File: config.mk
export PLATFORM = sky130hd
export DESIGN_NAME = fcsm_top
export DESIGN_NICKNAME = d
export VERILOG_FILES = /design/src/fcsm_pkg.sv /design/src/fcsm_top.sv
export SDC_FILE = /design/constraint.sdc
export NUM_CORES = 1
export LEC_CHECK = 0
export BUFFER_PORTS_ARGS = -buffer_cell sky130_fd_sc_hd__clkbuf_2
export CAP_MARGIN = 5
export CORE_MARGIN = 3
export CORE_UTILIZATION = 32
export CTS_BUF_LIST = sky130_fd_sc_hd__clkbuf_16
export DETAILED_ROUTE_END_ITERATION = 12
export HOLD_SLACK_MARGIN = 0.06
export PLACE_DENSITY = 0.49
export REMOVE_ABC_BUFFERS = 1
export SLEW_MARGIN = 20
export SYNTH_ARGS = -nofsm -noshare
export SYNTH_HDL_FRONTEND = slang
export SYNTH_SLANG_ARGS = --single-unit
export TNS_END_PERCENT = 20
File: constraint.sdc
create_clock -name core_clk -period 2.39 [get_ports core_clk]
set_clock_uncertainty 0.15 [all_clocks]
set_input_delay 0.239 -clock core_clk [delete_from_list [all_inputs] [get_ports core_clk]]
set_output_delay 0.239 -clock core_clk [all_outputs]
set_load 0.02 [all_outputs]
File: src/fcsm_pkg.sv
// Purpose: shared constants and types for the flexible control source mapper
// Assumes: avalon-mm slave with 32-bit data, byte addresses = index * 4
// Notes:   printed offsets are register indices, not byte addresses
package fcsm_pkg;
	// register indices as printed
	localparam logic [7:0] IDX_SERIAL_PIN_MASK  = 8'h6B;
	localparam logic [7:0] IDX_PIN_FUNC_SEL     = 8'h6C;
	localparam logic [7:0] IDX_FLAG_FUNC_SEL    = 8'h6D;
	localparam logic [7:0] IDX_MONITOR_SEL      = 8'h6F;
	// extra control registers
	localparam logic [7:0] IDX_PRIORITY_CTRL    = 8'h70;
	localparam logic [7:0] IDX_REG_ACTIONS      = 8'h71;
	localparam logic [7:0] IDX_FLAG_POS_SEL     = 8'h72;
	localparam logic [7:0] IDX_WRITE_UNLOCK     = 8'h73;
	localparam logic [7:0] IDX_ACTION_STATUS    = 8'h74;
	// reset values
	localparam logic [5:0] RST_SERIAL_PIN_MASK  = 6'h3F;
	localparam logic [5:0] RST_PIN_FUNC_SEL     = 6'h00;
	localparam logic [5:0] RST_FLAG_FUNC_SEL    = 6'h00;
	localparam logic [7:0] RST_MONITOR_SEL      = 8'hFE;
	localparam logic [7:0] UNLOCK_KEY           = 8'hA5;
	// function field positions (bypass at top, conversion at bottom)
	localparam int FB_BYPASS   = 5;
	localparam int FB_NLPDIS   = 4;
	localparam int FB_HOLD     = 3;
	localparam int FB_METER    = 2;
	localparam int FB_CLEAR    = 1;
	localparam int FB_CONVOFF  = 0;
	// serial pin mask: bit of the flexible pin
	localparam int MB_FLEX_PIN = 0;
	localparam int NUM_ACT     = 6;
	localparam int FLAG_W      = 8;
	localparam int FPOS_W      = 2;
	// one set of canceller actions for one channel
	typedef struct packed {
		logic bypass;
		logic nonlinear_off;
		logic coeff_hold;
		logic meter_reset;
		logic coeff_clear;
		logic law_conv_off;
	} fcsm_act_s;
	// avalon request bundle
	typedef struct packed {
		logic        read;
		logic        write;
		logic [9:0]  address;
		logic [31:0] writedata;
	} fcsm_req_s;
endpackage

File: src/fcsm_top.sv
// Purpose: flexible control source mapping registers and per-slot action OR
// Assumes: inputs synchronous to core_clk; one channel timeslot per cycle
// Notes:   register writes need the unlock key written first
// Summary of operation
// - six-bit mask suppresses serial control pins
// - reset: mask 3F, both selects cleared
// - pin select acts only when mask clear
// - pin with bypass bit bypasses whole path
// - pin with nonlinear bit disables processor, attenuator
// - pin with hold bit freezes coefficients
// - pin with meter bit resets speech meters
// - pin with clear bit clears coefficients
// - pin with conversion bit disables law conversion
// - second register selects flag functions, position; code takes position from its own register 72
// - flag with bypass bit bypasses whole path
// - flag with nonlinear bit disables processor
// - flag with hold bit freezes coefficients
// - flag with meter bit resets meters
// - flag with clear bit clears coefficients
// - flag with conversion bit disables conversion
// - priority bit ignores hardware sources, else OR
// - monitor select holds two four-bit codes
//
// Register access over Avalon-MM was left to the implementer.
module fcsm_top #(
	parameter int NCH = 32,
	parameter int CHW = 5
) (
	input  wire logic                  core_clk,
	input  wire logic                  nrst,
	input  wire fcsm_pkg::fcsm_req_s   avs_req,
	output logic [31:0]                avs_readdata,
	output logic                       avs_waitrequest,
	input  wire logic [CHW-1:0]        slot_channel,
	input  wire logic                  slot_valid,
	input  wire logic                  flexible_serial_pin,
	input  wire logic [4:0]            serial_ctrl_pins,
	input  wire logic [fcsm_pkg::FLAG_W-1:0] channel_control_stream,
	input  wire fcsm_pkg::fcsm_act_s   other_hw_act,
	output fcsm_pkg::fcsm_act_s        act_out,
	output logic [CHW-1:0]             act_channel,
	output logic                       act_valid,
	output logic [4:0]                 serial_pins_eff,
	output logic [3:0]                 monitor_one_sel,
	output logic [3:0]                 monitor_two_sel
);
	import fcsm_pkg::*;

	// configuration registers
	logic [5:0]     pin_mask_ff;        // serial pin mask
	logic [5:0]     pin_sel_ff;         // pin function select
	logic [5:0]     flag_sel_ff;        // stream flag function select
	logic [7:0]     mon_sel_ff;         // monitor select
	logic [NCH-1:0] prio_ff;            // per-channel priority control
	logic [5:0]     reg_act_ff;         // register action bits (all channels)
	logic [FPOS_W-1:0] fpos_ff;         // flag position select
	logic           unlock_ff;          // write protection open
	logic           ack_ff;             // access answered this cycle
	logic [31:0]    rdata_ff;           // read data
	fcsm_act_s      act_ff;             // resolved actions
	logic [CHW-1:0] ach_ff;             // channel of resolved actions
	logic           avl_ff;             // resolved actions valid
	logic [4:0]     spe_ff;             // effective serial pins

	// bus decode
	wire logic [7:0] idx      = avs_req.address[9:2];
	wire logic       access   = (avs_req.read | avs_req.write) & ~ack_ff;
	// a write lands at the edge where waitrequest is seen low
	wire logic       wr_go    = avs_req.write & ack_ff;
	wire logic       wr_prot  = wr_go & unlock_ff;
	wire logic       wr_key   = wr_go & (idx == IDX_WRITE_UNLOCK);

	// decode of one register index, reused for each register
	function automatic logic hit(input logic [7:0] a, input logic [7:0] r);
		hit = (a == r);
	endfunction

	// channel selection of priority bit
	wire logic prio_now = prio_ff[slot_channel];

	// pin source: active only with its mask bit clear
	wire logic pin_on  = flexible_serial_pin & ~pin_mask_ff[MB_FLEX_PIN];
	// flag source: bit picked by position select
	wire logic flag_bit = channel_control_stream[fpos_ff];
	wire logic [5:0] pin_req  = pin_on ? pin_sel_ff : 6'h00;
	wire logic [5:0] flag_req = flag_bit ? flag_sel_ff : 6'h00;
	wire logic [5:0] hw_req   = pin_req | flag_req | other_hw_act;
	wire logic [5:0] act_nxt  = prio_now ? reg_act_ff
	                                     : (reg_act_ff | hw_req);
	wire logic [4:0] sp_nxt   = serial_ctrl_pins & ~pin_mask_ff[5:1];

	// read mux
	logic [31:0] rd_mux;
	always_comb begin
		rd_mux = 32'h0000_0000;
		if (hit(idx, IDX_SERIAL_PIN_MASK))
			rd_mux = {26'h0, pin_mask_ff};
		else if (hit(idx, IDX_PIN_FUNC_SEL))
			rd_mux = {26'h0, pin_sel_ff};
		else if (hit(idx, IDX_FLAG_FUNC_SEL))
			rd_mux = {26'h0, flag_sel_ff};
		else if (hit(idx, IDX_MONITOR_SEL))
			rd_mux = {24'h0, mon_sel_ff};
		else if (hit(idx, IDX_PRIORITY_CTRL))
			rd_mux = 32'(prio_ff);
		else if (hit(idx, IDX_REG_ACTIONS))
			rd_mux = {26'h0, reg_act_ff};
		else if (hit(idx, IDX_FLAG_POS_SEL))
			rd_mux = {30'h0, fpos_ff};
		else if (hit(idx, IDX_WRITE_UNLOCK))
			rd_mux = {31'h0, unlock_ff};
		else if (hit(idx, IDX_ACTION_STATUS))
			rd_mux = {26'h0, act_ff};
	end

	// bus handshake: one wait cycle, answer on the second
	always_ff @(posedge core_clk or negedge nrst) begin
		if (!nrst) begin
			ack_ff   <= 1'b0;
			rdata_ff <= 32'h0000_0000;
		end else begin
			ack_ff   <= access;
			rdata_ff <= access ? rd_mux : rdata_ff;
		end
	end

	// write-protected configuration registers
	always_ff @(posedge core_clk or negedge nrst) begin
		if (!nrst) begin
			pin_mask_ff <= RST_SERIAL_PIN_MASK;
			pin_sel_ff  <= RST_PIN_FUNC_SEL;
			flag_sel_ff <= RST_FLAG_FUNC_SEL;
			mon_sel_ff  <= RST_MONITOR_SEL;
			prio_ff     <= '0;
			reg_act_ff  <= 6'h00;
			fpos_ff     <= '0;
		end else if (wr_prot) begin
			if (hit(idx, IDX_SERIAL_PIN_MASK))
				pin_mask_ff <= avs_req.writedata[5:0];
			if (hit(idx, IDX_PIN_FUNC_SEL))
				pin_sel_ff <= avs_req.writedata[5:0];
			if (hit(idx, IDX_FLAG_FUNC_SEL))
				flag_sel_ff <= avs_req.writedata[5:0];
			if (hit(idx, IDX_MONITOR_SEL))
				mon_sel_ff <= avs_req.writedata[7:0];
			if (hit(idx, IDX_PRIORITY_CTRL))
				prio_ff <= avs_req.writedata[NCH-1:0];
			if (hit(idx, IDX_REG_ACTIONS))
				reg_act_ff <= avs_req.writedata[5:0];
			if (hit(idx, IDX_FLAG_POS_SEL))
				fpos_ff <= avs_req.writedata[FPOS_W-1:0];
		end
	end

	// unlock opens on the key, closes on any other value
	always_ff @(posedge core_clk or negedge nrst) begin
		if (!nrst)
			unlock_ff <= 1'b0;
		else if (wr_key)
			unlock_ff <= (avs_req.writedata[7:0] == UNLOCK_KEY);
	end

	// per-slot action resolution, one cycle latency
	always_ff @(posedge core_clk or negedge nrst) begin
		if (!nrst) begin
			act_ff <= '0;
			ach_ff <= '0;
			avl_ff <= 1'b0;
			spe_ff <= 5'h00;
		end else begin
			act_ff <= slot_valid ? fcsm_act_s'(act_nxt) : act_ff;
			ach_ff <= slot_valid ? slot_channel : ach_ff;
			avl_ff <= slot_valid;
			spe_ff <= sp_nxt;
		end
	end

	// outputs
	assign avs_waitrequest = ~ack_ff & ~(avs_req.read | avs_req.write) ? 1'b1
	                        : ~ack_ff;
	assign avs_readdata    = rdata_ff;
	assign act_out         = act_ff;
	assign act_channel     = ach_ff;
	assign act_valid       = avl_ff;
	assign serial_pins_eff = spe_ff;
	assign monitor_one_sel = mon_sel_ff[7:4];
	assign monitor_two_sel = mon_sel_ff[3:0];
endmodule

==> results.sh, run 1 <==
export IMPL_die_area_um2=18740
export IMPL_gp_congestion=0.8151
export IMPL_dp_hpwl_um=10780
export IMPL_cap_violations=0
export IMPL_grt_pass1_wl_um=23750
export IMPL_drt_iter0_drc=177
export IMPL_diodes=0
export IMPL_setup_viol=0
export IMPL_synth_main_ff_cell="dfrtp_1"
export IMPL_nNetsFinal=654
export IMPL_clockBufferDepth=2
export IMPL_antenna_found_initial=0
export IMPL_grtUsageTotal_pct=17.04
export IMPL_drv_slew=0
export IMPL_vias=4034
export IMPL_clk_pin_slew_worst_paths_ns=0.05
export IMPL_worst_setup_path_start_kind="input port"
export IMPL_status="finished clean"
export IMPL_overflow=0
export IMPL_arrival_ns=2.25
export IMPL_cts_tree="yes"
export IMPL_fin_crit_ns=2.100
export IMPL_areaGrowthSynthToFinish_pct=35.46
export IMPL_routedWlPerCell_um=18.82
export IMPL_netlist_area_um2=5484
export IMPL_critPathMaxStageDelay_ns=0.53
export IMPL_ctsResizeCount=0
export IMPL_power_leakage_nw=3.716
export IMPL_worstRegToRegCells=4
export IMPL_finalCritPeriodShare_pct=87.89
export IMPL_vias_per_cell=4.950
export IMPL_hp_class="input port to flop"
export IMPL_start_util_pct=32.84
export IMPL_worst_pin_slew_ns=0.6039
export IMPL_crit_chain="dlygate4sd3_1, clkbuf_2, nand3_1, nor2_1, and3_1, mux2_2"
export IMPL_clk_latency_ns=0.42
export IMPL_vdd_drop_max_mv=0.4813
export IMPL_grt_pass1_vias=4234
export IMPL_core_area_um2=16700
export IMPL_drc_errors=0
export IMPL_clock_sinks=117
export IMPL_tns_ns=0
export IMPL_use_met1_pct=22.90
export IMPL_grt_use_met3_pct=4.412
export IMPL_synth_edf_count=0
export IMPL_post_route_util_pct=44.48
export IMPL_cts_buffers=17
export IMPL_power_mw=5.043
export IMPL_seq_area_frac_synth_pct=53.68
export IMPL_grt_max_degree=45
export IMPL_ys_ff_latch=117
export IMPL_max_freq_mhz=476.1
export IMPL_slew_headroom_pct=59.43
export IMPL_synth_warning_count=0
export IMPL_num_rows=47
export IMPL_cts_setup_buffers=0
export IMPL_syn_avg_cell_area_um2=13.61
export IMPL_grt_busiest_layer="met2"
export IMPL_synth_fa_ha_area_share_pct=0
export IMPL_hold_buffers=45
export IMPL_async_flop_share_pct=100.0
export IMPL_final_layout_size_suffix_gt1_share_pct=44.71
export IMPL_synth_cell_types=55
export IMPL_synth_top_family_by_area="multiplexers"
export IMPL_synthCells=403
export IMPL_cts_root_buf="clkbuf_16"
export IMPL_hold_path_depth=2
export IMPL_synth_xor_xnor_area_share_pct=0
export IMPL_grt_use_met2_pct=26.97
export IMPL_die_h_um=136.9
export IMPL_io_buffers=123
export IMPL_hold_viol=0
export IMPL_crit_required_ns=2.54
export IMPL_synth_compound_gate_area_share_pct=11.38
export IMPL_synthMuxAreaShare_pct=22.70
export IMPL_wl_um=15340
export IMPL_crit_type="input port to flop"
export IMPL_dieWidth_um=136.9
export IMPL_hold_ws_ns=0.08102
export IMPL_cts_max_level=4
export IMPL_synth_simple_area_share_pct=9.240
export IMPL_postRouteAntennaNets=0
export IMPL_path_max_fanout=6
export IMPL_p_per_area_nw_per_um2=678.9
export IMPL_io_pins=130
export IMPL_rsz0062_at_grt="no"
export IMPL_cp_end_kind="flop"
export IMPL_firstDrtPassIters=5
export IMPL_slowest_stage="dlygate4sd3_1"
report_power, final:
part | leakage (nW) | internal [mW] | switching [mW]
registers | 1.55 | 2.01 | 0.0231
logic | 1.89 | 0.184 | 0.265
clock network | 0.276 | 1.62 | 0.936
total | 3.72 | 3.82 | 1.22
critical path: cells and delay by family:
family	cells	cell delay, ns
and+or+nand+nor	3	0.95
buffers and inverters	2	0.69
muxes	1	0.38
cells in the final DEF, fill, tap and decap left out, types with 5 or more instances in the layout:
cell and instances:
nor2_1 9, o31ai_1 9, clkinvlp_4 5, clkbuf_2 122
o21ai_0 11, nand2_1 17, a221oi_1 6, buf_4 13
a22o_1 28, nor2b_1 12, a22oi_1 5, clkbuf_16 17
dfstp_2 13, mux2_4 30, mux2_2 41, nand3_1 9
dlygate4sd3_1 45, dfrtp_1 104, mux2i_1 31
sequential cells by signal, summed over array words and instances, names as in the netlist, 2 cells and up:
signal	flops
avs_readdata	32
prio_ff	32
mon_sel_ff	8
act_out	6
flag_sel_ff	6
pin_mask_ff	6
pin_sel_ff	6
reg_act_ff	6
act_channel	5
serial_pins_eff	5
fpos_ff	2
area by class of cell:
cell class / instances / area (µm²)
Clock inverter: 15 / 163.9
Timing Repair Buffer: 183 / 1219
Fill cell: 1601 / 9273
Multi-Input combinational cell: 260 / 2390
Sequential cell: 117 / 2944
Inverter: 3 / 11.26
Clock buffer: 17 / 425.4
Tap cell: 220 / 275.3
routing by layer:
metal	share of wire [%]	routed length, µm
met3	5.1	780
met2	47	7224
met1	46	7098
met5	0	0
met4	1.5	233
kinds of logic after synthesis:
group	count (synthesis)
and+or+nand+nor	77
DFF	117
AOI/OAI and AO/OA	80
buffers and inverters	26
muxes	103
per-stage QoR:
step                instance area, µm²  std cells  setup slack [ns]
floorplan                         5331        380           -0.3236
detailed placement                6389        738            0.2318
global route                      7428        815            0.1728
global placement                  6389        738            0.2504
CTS                               7428        815            0.2957
finish                            7428        815            0.2895
synth_stat cells, types with 5 or more instances:
library cell / count / area share, %
buf_2: 7 / 0.64
dfstp_2: 13 / 6.2
mux2_4: 30 / 8.2
a22oi_1: 5 / 0.68
a221oi_1: 6 / 0.96
dfrtp_1: 104 / 47
mux2_2: 41 / 8.4
o31ai_1: 9 / 1.2
nand3_1: 9 / 0.82
buf_6: 5 / 1.0
nand2_1: 17 / 1.2
mux2i_1: 31 / 5.7
o21ai_0: 11 / 1.0
buf_4: 5 / 0.68
a22o_1: 28 / 4.5
nand2b_1: 5 / 0.57
nor2b_1: 12 / 1.4
nor2_1: 9 / 0.62
path summary, 6_finish.rpt:
| kind | from | endpoint | slack (ns) |
|---|---|---|---|
| min in group asynchronous | nrst | avs_readdata[13] | 0.19 |
| max | avs_req[42] | reg_act_ff[1] | 0.29 |
| min | avs_req[5] | prio_ff[5] | 0.08 |
| max in group asynchronous | nrst | mon_sel_ff[3] | 1.16 |
| max reg2reg | unlock_ff | reg_act_ff[1] | 0.41 |
| min reg2reg | avs_readdata[5] | avs_readdata[5] | 0.34 |
(Power assumes the default switching activity.)
==> inputs of run 2 (changes only) <==
CORE_UTILIZATION = 53   (was 32)
PLACE_DENSITY = not set   (was 0.49)
PLACE_DENSITY_LB_ADDON = 0.1   (was not set)
==> run 2 against run 1 <==
Routed wire length down 9.3%. Hold slack improved by 0.0082 ns. Critical endpoint is now avs_readdata[11]. Largest power group unchanged. Critical path type unchanged. Highest routed layer unchanged. Sequential share of layout area is 0.77 points higher.
==> results.sh, run 2 (synthesis gave the netlist of run 1 again) <==
export IMPL_status="finished clean"
export IMPL_cts_tree="yes"
export IMPL_antenna_found_initial=0
export IMPL_place_area_um2=6262
export IMPL_critPathCapture="avs_readdata[11]"
export IMPL_final_layout_size_suffix_gt1_share_pct=44.65
export IMPL_drv_slew=0
export IMPL_nNetsFinal=657
export IMPL_vias=4108
export IMPL_grt_pass1_vias=4377
export IMPL_worst_slack_ns=0.2083
export IMPL_vias_per_cell=5.620
export IMPL_grt_pass1_wl_um=22670
export IMPL_power_mw=4.856
export IMPL_grtUsageTotal_pct=25.53
export IMPL_diodes=0
export IMPL_r2r_slack_ns=0.37
export IMPL_num_rows=36
export IMPL_power_leakage_nw=3.699
export IMPL_postRouteAntennaNets=0
export IMPL_vdd_drop_max_mv=0.4041
export IMPL_die_area_um2=11600
export IMPL_clock_sinks=117
export IMPL_io_pins=130
export IMPL_drt_iter0_drc=301
export IMPL_wl_um=13910
export IMPL_cts_buffers=17
export IMPL_gp_congestion=0.8409
export IMPL_firstDrtPassIters=4
export IMPL_critPathLaunch="avs_req[42]"
export IMPL_clk_pin_slew_worst_paths_ns=0.06
export IMPL_finalCritPeriodShare_pct=91.28
export IMPL_dieWidth_um=107.7
export IMPL_io_buffers=123
export IMPL_cap_violations=0
export IMPL_clockBufferDepth=2
export IMPL_final_common_cell="clkbuf_2"
export IMPL_worst_pin_slew_ns=0.6516
export IMPL_start_util_pct=55.34
export IMPL_die_h_um=107.7
export IMPL_setup_viol=0
export IMPL_rsz0062_at_grt="no"
export IMPL_fin_crit_ns=2.182
export IMPL_areaGrowthSynthToFinish_pct=32.88
export IMPL_arrival_ns=2.32
export IMPL_clk_latency_ns=0.41
export IMPL_p_per_area_nw_per_um2=666.4
export IMPL_routedWlPerCell_um=19.03
export IMPL_crit_type="input port to flop"
export IMPL_reg2reg_to="reg_act_ff[0]"
export IMPL_cp_end_kind="flop"
export IMPL_fillerInstances=712
export IMPL_core_area_um2=9910
export IMPL_crit_reg2reg_launch="unlock_ff"
export IMPL_crit_required_ns=2.53
export IMPL_grt_max_degree=47
export IMPL_stdcell_area_um2=7287
export IMPL_max_freq_mhz=458.4
export IMPL_cts_setup_buffers=0
export IMPL_hp_class="input port to flop"
export IMPL_slew_headroom_pct=56.40
export IMPL_worstRegToRegCells=4
export IMPL_cts_root_buf="clkbuf_16"
export IMPL_overflow=0
export IMPL_cts_max_level=4
export IMPL_path_max_fanout=24
export IMPL_pre_cts_ws_ns=0.2570
export IMPL_hold_viol=0
export IMPL_final_cell_mix="122 x clkbuf_2, 104 x dfrtp_1, 47 x dlygate4sd3_1, 41 x mux2_2, 31 x mux2i_1"
export IMPL_worst_setup_path_start_kind="input port"
export IMPL_drc_errors=0
export IMPL_dp_hpwl_um=9601
run 2: changes by cell type in the layout (fill, tap and decap cells not counted), sizes merged:
cell | previous run | this run
buf | 16 | 17
inv | 3 | 7
bufinv | 3 | 1
dlygate4sd3 | 45 | 47
clkinv | 7 | 5
run 2: layout make-up:
| cell class | count | area (µm²) | share of cell area (%) |
|---|---|---|---|
| clock inverter | 15 | 128.9 | 1.769 |
| tap | 133 | 166.4 | 2.284 |
| inverter | 3 | 11.26 | 0.1545 |
| timing repair buffer | 186 | 1221 | 16.76 |
| sequential | 117 | 2944 | 40.40 |
| multi-input combinational | 260 | 2390 | 32.80 |
| clock buffer | 17 | 425.4 | 5.838 |
run 2: layer usage:
metal / part of all wire (%) / global-route usage [%] / up-vias / wire length (µm)
li1: - / - / 1880 / -
met1: 45 / 35.24 / 2087 / 6247
met2: 49 / 40.63 / 129 / 6764
met3: 5.4 / 6.119 / 12 / 749
met4: 1.1 / 6.853 / 0 / 148
met5: 0 / 0 / - / 0
run 2: power breakdown:
| group | total (mW) | internal [mW] | switching, mW | leakage [nW] |
|---|---|---|---|---|
| Clock | 2.38 | 1.43 | 0.952 | 0.258 |
| Sequential | 2.03 | 2.01 | 0.0202 | 1.55 |
| Combinational | 0.441 | 0.184 | 0.256 | 1.89 |
run 2: stage by stage:
stage / utilization, % / hold slack (ns) / instances / setup TNS, ns
2_1_floorplan: - / -0.2066 / 380 / -14.17
3_3_place_gp: 63.19 / 0.07863 / 652 / 0
3_5_place_dp: 63.19 / 0.08771 / 652 / 0
4_1_cts: 73.54 / 0.08099 / 731 / 0
5_1_grt: 73.54 / 0.1064 / 731 / 0
6_report: 73.54 / 0.08923 / 731 / 0
run 2: worst min-delay path by stage:
stage / startpoint / endpoint / cells after the start
4_1_cts: other_hw_act[5] / act_out[5] / 3
3_5_place_dp: nrst / avs_readdata[17] / 1
5_1_grt: avs_req[1] / mon_sel_ff[1] / 2
3_3_place_gp: nrst / avs_readdata[23] / 1
6_report: avs_req[38] / avs_readdata[0] / 4
2_1_floorplan: nrst / ack_ff / 0
run 2: critical path, stage by stage:
cell	delay, ns
dlygate4sd3_1	0.53
clkbuf_2	0.14
o21ai_4	0.53
inv_1	0.22
and2_1	0.20
buf_4	0.22
a22o_1	0.22
run 2: what timing repair did:
item | CTS | global route
hold buffers | 47 | 0
gates resized for setup | 0 | 0
hold endpoints to repair | 104 | 0
